`config.mk`:
```
export PLATFORM = sky130hd
export DESIGN_NAME = rtoc_top
export DESIGN_NICKNAME = d
export VERILOG_FILES = /design/src/design/rtoc_pkg.sv /design/src/design/rtoc_top.sv
export SDC_FILE = /design/constraint.sdc
export NUM_CORES = 1
export LEC_CHECK = 0
export ABC_AREA = 1
export BUFFER_PORTS_ARGS = -buffer_cell sky130_fd_sc_hd__buf_2
export CORE_MARGIN = 2
export CORE_UTILIZATION = 53
export CTS_BUF_LIST = sky130_fd_sc_hd__clkbuf_16
export CTS_CLUSTER_DIAMETER = 150
export DETAILED_ROUTE_END_ITERATION = 8
export GPL_TIMING_DRIVEN = 0
export PLACE_DENSITY = 0.8
export RECOVER_POWER = 50
export SETUP_SLACK_MARGIN = 0.02
export SLEW_MARGIN = 20
export SYNTH_ARGS = -nofsm -noshare
export SYNTH_HDL_FRONTEND = slang
export SYNTH_SLANG_ARGS = --single-unit
```
`constraint.sdc`:
```
create_clock -name aclk -period 1.5 [get_ports aclk]
set_input_delay 0 -clock aclk [delete_from_list [all_inputs] [get_ports aclk]]
set_output_delay 0 -clock aclk [all_outputs]
set_load 0.01 [all_outputs]
```
`src/design/rtoc_pkg.sv`:
```
// Constants, register map and carrier types for the real-time output cutoff block.
// Assumes a 32-bit AXI4-Lite register bus with one 8-bit register per aligned word.
package rtoc_pkg;

  localparam int          RTOC_CHANNELS   = 8;
  localparam int          RTOC_REG_W      = 8;
  localparam logic [7:0]  RTOC_REG_RESET  = 8'h00;

  // Byte addresses of the registers.
  localparam logic [7:0]  RTOC_ADDR_SRC   = 8'h00;
  localparam logic [7:0]  RTOC_ADDR_OUTL  = 8'h04;
  localparam logic [7:0]  RTOC_ADDR_OUTH  = 8'h08;
  localparam logic [7:0]  RTOC_ADDR_CENA  = 8'h0C;
  localparam logic [7:0]  RTOC_ADDR_CSEL  = 8'h10;
  localparam logic [7:0]  RTOC_ADDR_STAT  = 8'h14;
  localparam logic [7:0]  RTOC_ADDR_CFG   = 8'h18;

  // Output control fields: enables in the low nibble, inverts in the high nibble.
  localparam int          RTOC_EN_LSB     = 0;
  localparam int          RTOC_INV_LSB    = 4;
  localparam int          RTOC_HALF       = 4;

  // Status and configuration bits.
  localparam int          RTOC_STAT_CLR   = 0;
  localparam int          RTOC_STAT_FLAG  = 1;
  localparam int          RTOC_CFG_PEN    = 0;
  localparam int          RTOC_CFG_RISE   = 1;
  localparam int          RTOC_CFG_FALL   = 2;

  // Cutoff state select encodings.
  localparam logic [1:0]  RTOC_CUT_HIZ    = 2'b00;
  localparam logic [1:0]  RTOC_CUT_LOW    = 2'b01;
  localparam logic [1:0]  RTOC_CUT_HIGH   = 2'b10;
  localparam logic [1:0]  RTOC_CUT_IGNORE = 2'b11;

  localparam logic [1:0]  RTOC_RESP_OKAY  = 2'b00;
  localparam logic [1:0]  RTOC_RESP_SLVERR = 2'b10;
  localparam int          RTOC_ADDR_W     = 8;

  // Low bit of the cutoff state select field that governs a channel.
  function automatic int rtoc_csel_lsb(input int ch);
    if (ch == 7) begin
      return 6;
    end else if (ch == 6) begin
      return 2;
    end else if (ch >= 3) begin
      return 4;
    end
    return 0;
  endfunction : rtoc_csel_lsb

  typedef struct packed {
    logic [7:0] timer_source_select;
    logic [7:0] output_control_low;
    logic [7:0] output_control_high;
    logic [7:0] cutoff_enable_reg;
    logic [7:0] cutoff_state_select;
    logic [7:0] config_reg;
  } rtoc_regs_s;

  typedef struct packed {
    logic       aw_held;
    logic [7:0] aw_addr;
    logic       w_held;
    logic [7:0] w_data;
    logic       w_strb0;
    logic       awready;
    logic       wready;
    logic       bvalid;
    logic [1:0] bresp;
    logic       arready;
    logic       rvalid;
    logic [31:0] rdata;
    logic [1:0] rresp;
  } rtoc_axi_s;

  typedef struct packed {
    rtoc_regs_s regs;
    logic       cutoff_flag;
    logic       trig_prev;
    logic [7:0] pin_level;
    logic [7:0] pin_oe;
    rtoc_axi_s  axi;
  } rtoc_state_s;

endpackage : rtoc_pkg

```
`src/design/rtoc_top.sv`:
```
// Eight-channel real-time output controller with external forced cutoff, AXI4-Lite registers.
// Assumes timer waves and the cutoff trigger are synchronous to aclk; the port pad resolves
// channel_output_pin level with its output enable.
//
// Overview of operation
// - Each channel picks timer channel 1 or 3.
// - Source select 0 routes timer channel 1.
// - Enable and invert give wave, inverse, low, high.
// - Normal output unless enabled, flagged, not ignored.
// - Cutoff select 00 Hi-Z, 01 low, 10 high.
// - Trigger edge cuts off cutoff-enabled channels.
// - Trigger edge rising, falling or both, configurable.
// - Cutoff reaches pins within two clocks.
// - Normal outputs return two clocks after clear.
// - Writing clear bit with flag set clears flag.
// - Output control writable live; enable, invert together.
// - Peripheral enable 0 holds controller initialized.
// - Flag reads 1 after cutoff, 0 otherwise.
// - Clear bit reads 0; other status read-only.
// - Cutoff select fields map to channel groups.
// - Registers are 8 bits, reset to 00H.
//
// The AXI4-Lite register port and the placing of the registers are this design's own decisions.
module rtoc_top
  import rtoc_pkg::*;
#(
  parameter int NCH = RTOC_CHANNELS
) (
  input  wire logic             aclk,
  input  wire logic             aresetn,
  input  wire logic             clk_en,
  input  wire logic             timer_ch1_wave,
  input  wire logic             timer_ch3_wave,
  input  wire logic             cutoff_trigger_input,
  output logic [NCH-1:0]        channel_output_pin,
  output logic [NCH-1:0]        channel_output_oe,
  output logic                  cutoff_flag,
  input  wire logic [7:0]       s_axi_awaddr,
  input  wire logic [2:0]       s_axi_awprot,
  input  wire logic             s_axi_awvalid,
  output logic                  s_axi_awready,
  input  wire logic [31:0]      s_axi_wdata,
  input  wire logic [3:0]       s_axi_wstrb,
  input  wire logic             s_axi_wvalid,
  output logic                  s_axi_wready,
  output logic [1:0]            s_axi_bresp,
  output logic                  s_axi_bvalid,
  input  wire logic             s_axi_bready,
  input  wire logic [7:0]       s_axi_araddr,
  input  wire logic [2:0]       s_axi_arprot,
  input  wire logic             s_axi_arvalid,
  output logic                  s_axi_arready,
  output logic [31:0]           s_axi_rdata,
  output logic [1:0]            s_axi_rresp,
  output logic                  s_axi_rvalid,
  input  wire logic             s_axi_rready
);

  rtoc_state_s state_reg;
  rtoc_state_s state_next;

  logic [NCH-1:0] chan_level;
  logic [NCH-1:0] chan_oe;
  logic [15:0]    ctl_all;

  assign ctl_all = {state_reg.regs.output_control_high, state_reg.regs.output_control_low};

  // Pin levels are computed from registered state and the live timer waves, so the pin flops add one stage
  // after the flag; that fixes both entry and exit latencies at two clocks.
  for (genvar ch = 0; ch < NCH; ch++) begin : g_chan
    localparam int NIB  = (ch / RTOC_HALF) * RTOC_REG_W;
    localparam int POS  = ch % RTOC_HALF;
    localparam int CLSB = rtoc_csel_lsb(ch);
    logic       wave;
    logic       out_en;
    logic       out_inv;
    logic       normal;
    logic [1:0] csel;
    logic       cut_on;

    assign wave    = state_reg.regs.timer_source_select[ch] ?
                     timer_ch3_wave : timer_ch1_wave;
    assign out_en  = ctl_all[NIB + RTOC_EN_LSB + POS];
    assign out_inv = ctl_all[NIB + RTOC_INV_LSB + POS];
    assign normal  = out_en ? (wave ^ out_inv) : out_inv;
    assign csel    = state_reg.regs.cutoff_state_select[CLSB +: 2];
    assign cut_on  = state_reg.regs.cutoff_enable_reg[ch] && state_reg.cutoff_flag &&
                     (csel != RTOC_CUT_IGNORE);

    always_comb begin
      chan_level[ch] = normal;
      chan_oe[ch]    = 1'b1;
      if (cut_on) begin
        chan_level[ch] = (csel == RTOC_CUT_HIGH);
        chan_oe[ch]    = (csel != RTOC_CUT_HIZ);
      end
    end
  end

  function automatic logic [7:0] rtoc_read(input rtoc_state_s s, input logic [7:0] addr);
    logic [7:0] v;
    v = RTOC_REG_RESET;
    case (addr)
      RTOC_ADDR_SRC:  v = s.regs.timer_source_select;
      RTOC_ADDR_OUTL: v = s.regs.output_control_low;
      RTOC_ADDR_OUTH: v = s.regs.output_control_high;
      RTOC_ADDR_CENA: v = s.regs.cutoff_enable_reg;
      RTOC_ADDR_CSEL: v = s.regs.cutoff_state_select;
      RTOC_ADDR_STAT: v[RTOC_STAT_FLAG] = s.cutoff_flag;
      RTOC_ADDR_CFG:  v = s.regs.config_reg;
      default:        v = RTOC_REG_RESET;
    endcase
    return v;
  endfunction : rtoc_read

  function automatic logic rtoc_mapped(input logic [7:0] addr);
    return addr inside {RTOC_ADDR_SRC, RTOC_ADDR_OUTL, RTOC_ADDR_OUTH, RTOC_ADDR_CENA,
                        RTOC_ADDR_CSEL, RTOC_ADDR_STAT, RTOC_ADDR_CFG};
  endfunction : rtoc_mapped

  always_comb begin
    logic       pen;
    logic       trig_edge;
    logic       clear_req;
    logic       do_write;
    logic [7:0] wd;

    state_next = state_reg;
    pen        = state_reg.regs.config_reg[RTOC_CFG_PEN];
    clear_req  = 1'b0;
    do_write   = 1'b0;
    wd         = state_reg.axi.w_data;

    trig_edge = (state_reg.regs.config_reg[RTOC_CFG_RISE] &&
                 cutoff_trigger_input && !state_reg.trig_prev) ||
                (state_reg.regs.config_reg[RTOC_CFG_FALL] &&
                 !cutoff_trigger_input && state_reg.trig_prev);
    state_next.trig_prev = cutoff_trigger_input;

    // Write address and data are held independently, so either may arrive first.
    if (s_axi_awvalid && state_reg.axi.awready) begin
      state_next.axi.aw_held = 1'b1;
      state_next.axi.aw_addr = s_axi_awaddr;
    end
    if (s_axi_wvalid && state_reg.axi.wready) begin
      state_next.axi.w_held  = 1'b1;
      state_next.axi.w_data  = s_axi_wdata[7:0];
      state_next.axi.w_strb0 = s_axi_wstrb[0];
    end
    if (state_reg.axi.bvalid && s_axi_bready) begin
      state_next.axi.bvalid = 1'b0;
    end
    if (state_reg.axi.aw_held && state_reg.axi.w_held && !state_reg.axi.bvalid) begin
      do_write               = state_reg.axi.w_strb0;
      state_next.axi.aw_held = 1'b0;
      state_next.axi.w_held  = 1'b0;
      state_next.axi.bvalid  = 1'b1;
      state_next.axi.bresp   = rtoc_mapped(state_reg.axi.aw_addr) ?
                               RTOC_RESP_OKAY : RTOC_RESP_SLVERR;
    end

    // Control registers stay live while running so commutation can be reprogrammed on the fly.
    if (do_write) begin
      case (state_reg.axi.aw_addr)
        RTOC_ADDR_SRC:  state_next.regs.timer_source_select = wd;
        RTOC_ADDR_OUTL: state_next.regs.output_control_low  = wd;
        RTOC_ADDR_OUTH: state_next.regs.output_control_high = wd;
        RTOC_ADDR_CENA: state_next.regs.cutoff_enable_reg   = wd;
        RTOC_ADDR_CSEL: state_next.regs.cutoff_state_select = wd;
        RTOC_ADDR_STAT: clear_req = wd[RTOC_STAT_CLR];
        RTOC_ADDR_CFG:  state_next.regs.config_reg = wd;
        default:        state_next.regs = state_next.regs;
      endcase
    end

    // A trigger edge in the same cycle as a clear keeps the flag set.
    if (clear_req && state_reg.cutoff_flag) begin
      state_next.cutoff_flag = 1'b0;
    end
    if (trig_edge) begin
      state_next.cutoff_flag = 1'b1;
    end

    state_next.pin_level = chan_level;
    state_next.pin_oe    = chan_oe;

    // Disabled: everything but the configuration register is held at reset, pins released.
    if (!pen) begin
      state_next.regs.timer_source_select = RTOC_REG_RESET;
      state_next.regs.output_control_low  = RTOC_REG_RESET;
      state_next.regs.output_control_high = RTOC_REG_RESET;
      state_next.regs.cutoff_enable_reg   = RTOC_REG_RESET;
      state_next.regs.cutoff_state_select = RTOC_REG_RESET;
      state_next.cutoff_flag              = 1'b0;
      state_next.pin_level                = '0;
      state_next.pin_oe                   = '0;
      if (do_write && state_reg.axi.aw_addr == RTOC_ADDR_CFG) begin
        state_next.regs.config_reg = wd;
      end
    end

    if (state_reg.axi.rvalid && s_axi_rready) begin
      state_next.axi.rvalid = 1'b0;
    end
    if (s_axi_arvalid && state_reg.axi.arready) begin
      state_next.axi.rvalid = 1'b1;
      state_next.axi.rdata  = {24'h00_0000, rtoc_read(state_reg, s_axi_araddr)};
      state_next.axi.rresp  = rtoc_mapped(s_axi_araddr) ? RTOC_RESP_OKAY : RTOC_RESP_SLVERR;
    end

    state_next.axi.awready = !state_next.axi.aw_held && !state_next.axi.bvalid;
    state_next.axi.wready  = !state_next.axi.w_held && !state_next.axi.bvalid;
    state_next.axi.arready = !state_next.axi.rvalid;
  end

  always_ff @(posedge aclk) begin
    if (!aresetn) begin
      state_reg <= '0;
    end else if (clk_en) begin
      state_reg <= state_next;
    end
  end

  assign channel_output_pin = state_reg.pin_level;
  assign channel_output_oe  = state_reg.pin_oe;
  assign cutoff_flag        = state_reg.cutoff_flag;
  assign s_axi_awready      = state_reg.axi.awready;
  assign s_axi_wready       = state_reg.axi.wready;
  assign s_axi_bvalid       = state_reg.axi.bvalid;
  assign s_axi_bresp        = state_reg.axi.bresp;
  assign s_axi_arready      = state_reg.axi.arready;
  assign s_axi_rvalid       = state_reg.axi.rvalid;
  assign s_axi_rdata        = state_reg.axi.rdata;
  assign s_axi_rresp        = state_reg.axi.rresp;

endmodule : rtoc_top

```
==> flow_results.org <==
** Synthesis
- Multiplexer fraction of the synthesized cell area :: 0%
- Post-Syn Area per Cell :: 6.79 um2
- Synthesis inferred 100 register bits.
- Summing the areas of all fa, ha and maj instances in the mapped netlist gives 0% of the synthesized area.
- Of the total synthesized cell area, the portion taken by XOR and XNOR cells is 0%.
- After synthesis, the netlist uses 36 different library cells.
- During synthesis, Yosys emitted a total of 0 warnings.
- The cell area that synthesis handed to floorplanning was 5060 um2.
- Summing the sequential cell areas from Yosys gives 39.6% of the chip area.
- Synthesis produced 745 cells.
- Of the total synthesized cell area, the portion taken by AND, OR, NAND and NOR gates is 27.6%.
- For this run, the leading register cell type out of synthesis is dfxtp_1.
- Yosys mapped a number of flops with a built-in enable equal to 0.
- Largest family of logic cells by synthesized area :: simple AND/OR/NAND/NOR gates
- For this run, asynchronously set or reset flops after synthesis account for 0%.
- Area fraction in compound gates after synthesis :: 17.3%

** Outcome
- Outcome :: finished, violations left
- Failing checks :: negative setup slack

** STA
- Once routing completed, OpenROAD measured the worst setup slack at -0.0293 ns.
- The final count of pins violating max slew was 0.
- Hold slack final :: 0.119 ns
- Worst Max-Slew Pin Slew :: 0.625 ns
- Final hold vios :: 0
- Setup violations remaining at the end of the flow were counted as 7.
- Headroom to the max-slew limit came out at 58.2%.
- RSZ-0062 raised after global routing :: true
- Final critical path time including I/O delays and setup :: 1.53 ns
- Highest clock frequency the design can meet :: 654 MHz
- Clock skew on the completed layout was measured at 0.00902 ns.
- The worst path uses 102% of the clock period.

** Floorplanning
- Measured along the y axis, the die boundary spans 102 um.
- The die covers 10,300 um2.
- The floorplan has 35 rows.
- Core Region :: 9240 um2
- In this run the horizontal extent of the chip is 102 um.
- Pin placement for this block handled 127 I/O pins.
- Initial standard-cell utilization of the core :: 54.7%

** Final layout
- Layout fillers :: 788
- Fraction of final layout cells with drive strength greater than 1 :: 22.6%
- From synthesis to final layout, the design area changed by 27.1%.
- Final layout net count :: 948
- 0 antenna diodes ended up in the layout.
- For this run, the share of the core covered by cells in the final layout is 69.5%.
- The register with the most flip-flops in the layout has 44 of them.

** GRT
- Entering global routing, the biggest net connects 20 pins.
- The first global-routing pass estimated 25,100 um of wire.
- The initial antenna violation count is 0.
- The total overflow left after global routing is 0.
- In the global route stage, overall resource usage came out at 32.3%.
- The via count of the first global-routing pass was 4,909.

** Pwr
- Power spread over the standard cell area amounts to 947 nW/um2.
- Post-route total power :: 6.08 mW
- Static Leakage :: 3.01 nW
- The worst-case IR drop observed on VDD is 0.632 mV.

** Setup path
- WP data required :: 1.79 ns
- Category of the worst setup path launch point :: flop
- Worst Path Arrival :: 1.82 ns
- Maximum fanout encountered on the critical timing path :: 5
- The worst setup path is captured at a flop.
- By startpoint and endpoint, the worst setup path is classified as flop to flop.

** Placement
- At the end of routability-driven placement, the weighted congestion stood at 0.951.
- Count of port buffers added during placement :: 65
- OpenSTA, run right after detailed placement, puts the worst setup slack at -0.207 ns.
- The HPWL after detailed placement is 11,900 um.

** Run
- Max-capacitance violation count :: 0

** Routing
- Via density per instance :: 5.31
- Residual antenna-violating net count after detailed routing :: 0
- The first detailed-routing pass ran for 5 iterations.
- DR WL/cell :: 16.4 um
- After the first detailed-routing iteration, the DRC count stood at 302.
- After detailed routing, the number of remaining DRC violations is 0.
- The routed layout has 5,379 vias.
- Routed Wire Length :: 16,600 um

** Clock network
- Clock buffer count from CTS :: 9
- Clock sink total :: 100
- In this run the clock root is driven by a clkbuf_16.
- After clock tree synthesis, the clock-pin slew on the worst setup and hold paths is 0.08 ns.
- Counting along the longest clock path gives a buffer depth of 2.
- Clock latency reported for the late side of the worst-skew pair :: 0.35 ns
- The H-tree was split into 3 levels.
- CTS tree :: done

** Hold path
- Class of the tightest hold or removal check :: primary input to flop
## worst max-delay path, stage by stage (launching register included)
cell,delay (ns)
dfxtp_2,0.34
nand3b_4,0.20
nor2_4,0.18
nand2_4,0.11
nor2_1,0.11
nand2_1,0.10
nand2_4,0.14
buf_12,0.13
o21ai_2,0.05
nor2_1,0.12
## cell usage after synthesis, types with 4 or more instances
| master | count | area, um2 |
|---|---|---|
| nor2_1 | 134 | 503 |
| nand2_1 | 123 | 462 |
| dfxtp_1 | 100 | 2000 |
| o21ai_0 | 89 | 445 |
| a21oi_1 | 60 | 300 |
| inv_1 | 59 | 221 |
| buf_4 | 52 | 390 |
| nand3_1 | 38 | 190 |
| clkbuf_1 | 12 | 45.0 |
| nor3_1 | 10 | 50.1 |
| clkinv_1 | 9 | 33.8 |
| buf_2 | 7 | 35.0 |
| inv_2 | 6 | 22.5 |
| nand2_2 | 5 | 31.3 |
| nand3b_1 | 4 | 30.0 |
## logic make-up (layout without fill, tap and decap cells)
logic type,Yosys count,count (layout)
flip-flops,100,100
buffers and inverters,149,263
other,1,26
AO/OA/AOI/OAI,166,166
AND/OR/NAND/NOR,329,329
## path summary, 6_finish.rpt
check,startpoint,end,slack [ns],depth (start not counted)
setup / recovery,s_axi_bvalid,state_reg[94],-0.03,9
hold / removal,clk_en,s_axi_wready,0.12,3
setup reg to reg,s_axi_bvalid,state_reg[94],-0.03,9
hold reg to reg,channel_output_oe[0],channel_output_oe[0],0.46,2
## where the power goes
part | total [mW] | switching (mW) | internal [mW]
combinational | 0.723 | 0.422 | 0.301
clock | 2.51 | 1.17 | 1.35
sequential | 2.85 | 0.0976 | 2.75
## through the flow
stage	setup TNS (ns)	instance area (um2)	instances
2_1_floorplan	0	5150	770
3_3_place_gp	-1.41	5640	964
3_5_place_dp	-2.71	5640	964
4_1_cts	0	6280	1009
5_1_grt	-1.72	6430	1013
6_report	-0.106	6430	1013
## layer usage
metal | global-route usage (%) | routed length, um | vias to the layer above
met1 | 40.4 | 6990 | 2505
met2 | 52.7 | 7820 | 225
li1 | - | - | 2600
met5 | 0 | 0 | -
met3 | 7.18 | 1080 | 49
met4 | 15.3 | 691 | 0
## area by class of cell
class / instances / area [um2] / share of cell area [%]
buffer: 75 / 507 / 7.89
clock buffer: 9 / 225 / 3.50
clock inverter: 7 / 93.8 / 1.46
inverter: 74 / 298 / 4.63
multi-input combinational: 521 / 2470 / 38.4
sequential: 100 / 2010 / 31.3
tap: 129 / 161 / 2.51
timing repair buffer: 98 / 663 / 10.3
## repair_timing
action / CTS / global route
pin swaps: 5 / 13
gates cloned: 1 / 1
setup buffers: 6 / 3
endpoints found under the hold margin: 23 / 0
resized for setup: 12 / 48
setup endpoints to repair: 58 / 54
hold buffers: 22 / 0
## cell usage in the layout, fill, tap and decap left out, types with 3 or more instances in the layout
cell and count:
buf_6 6, buf_4 56, conb_1 26, o22ai_1 3, nor2_2 11, dfxtp_2 7
nand2_4 7, nand3_1 37, a21oi_1 59, inv_6 5, nor3_1 10, o21ai_0 81
inv_1 58, clkbuf_16 9, nand3b_1 4, nand2_1 121, dfxtp_1 93, clkbuf_1 12
nand4_1 3, buf_2 71, nor2_1 124, dlygate4sd3_1 22, clkinv_1 9, a31oi_1 3
o21ai_1 8, nor2_4 4
(Power assumes the default switching activity.)
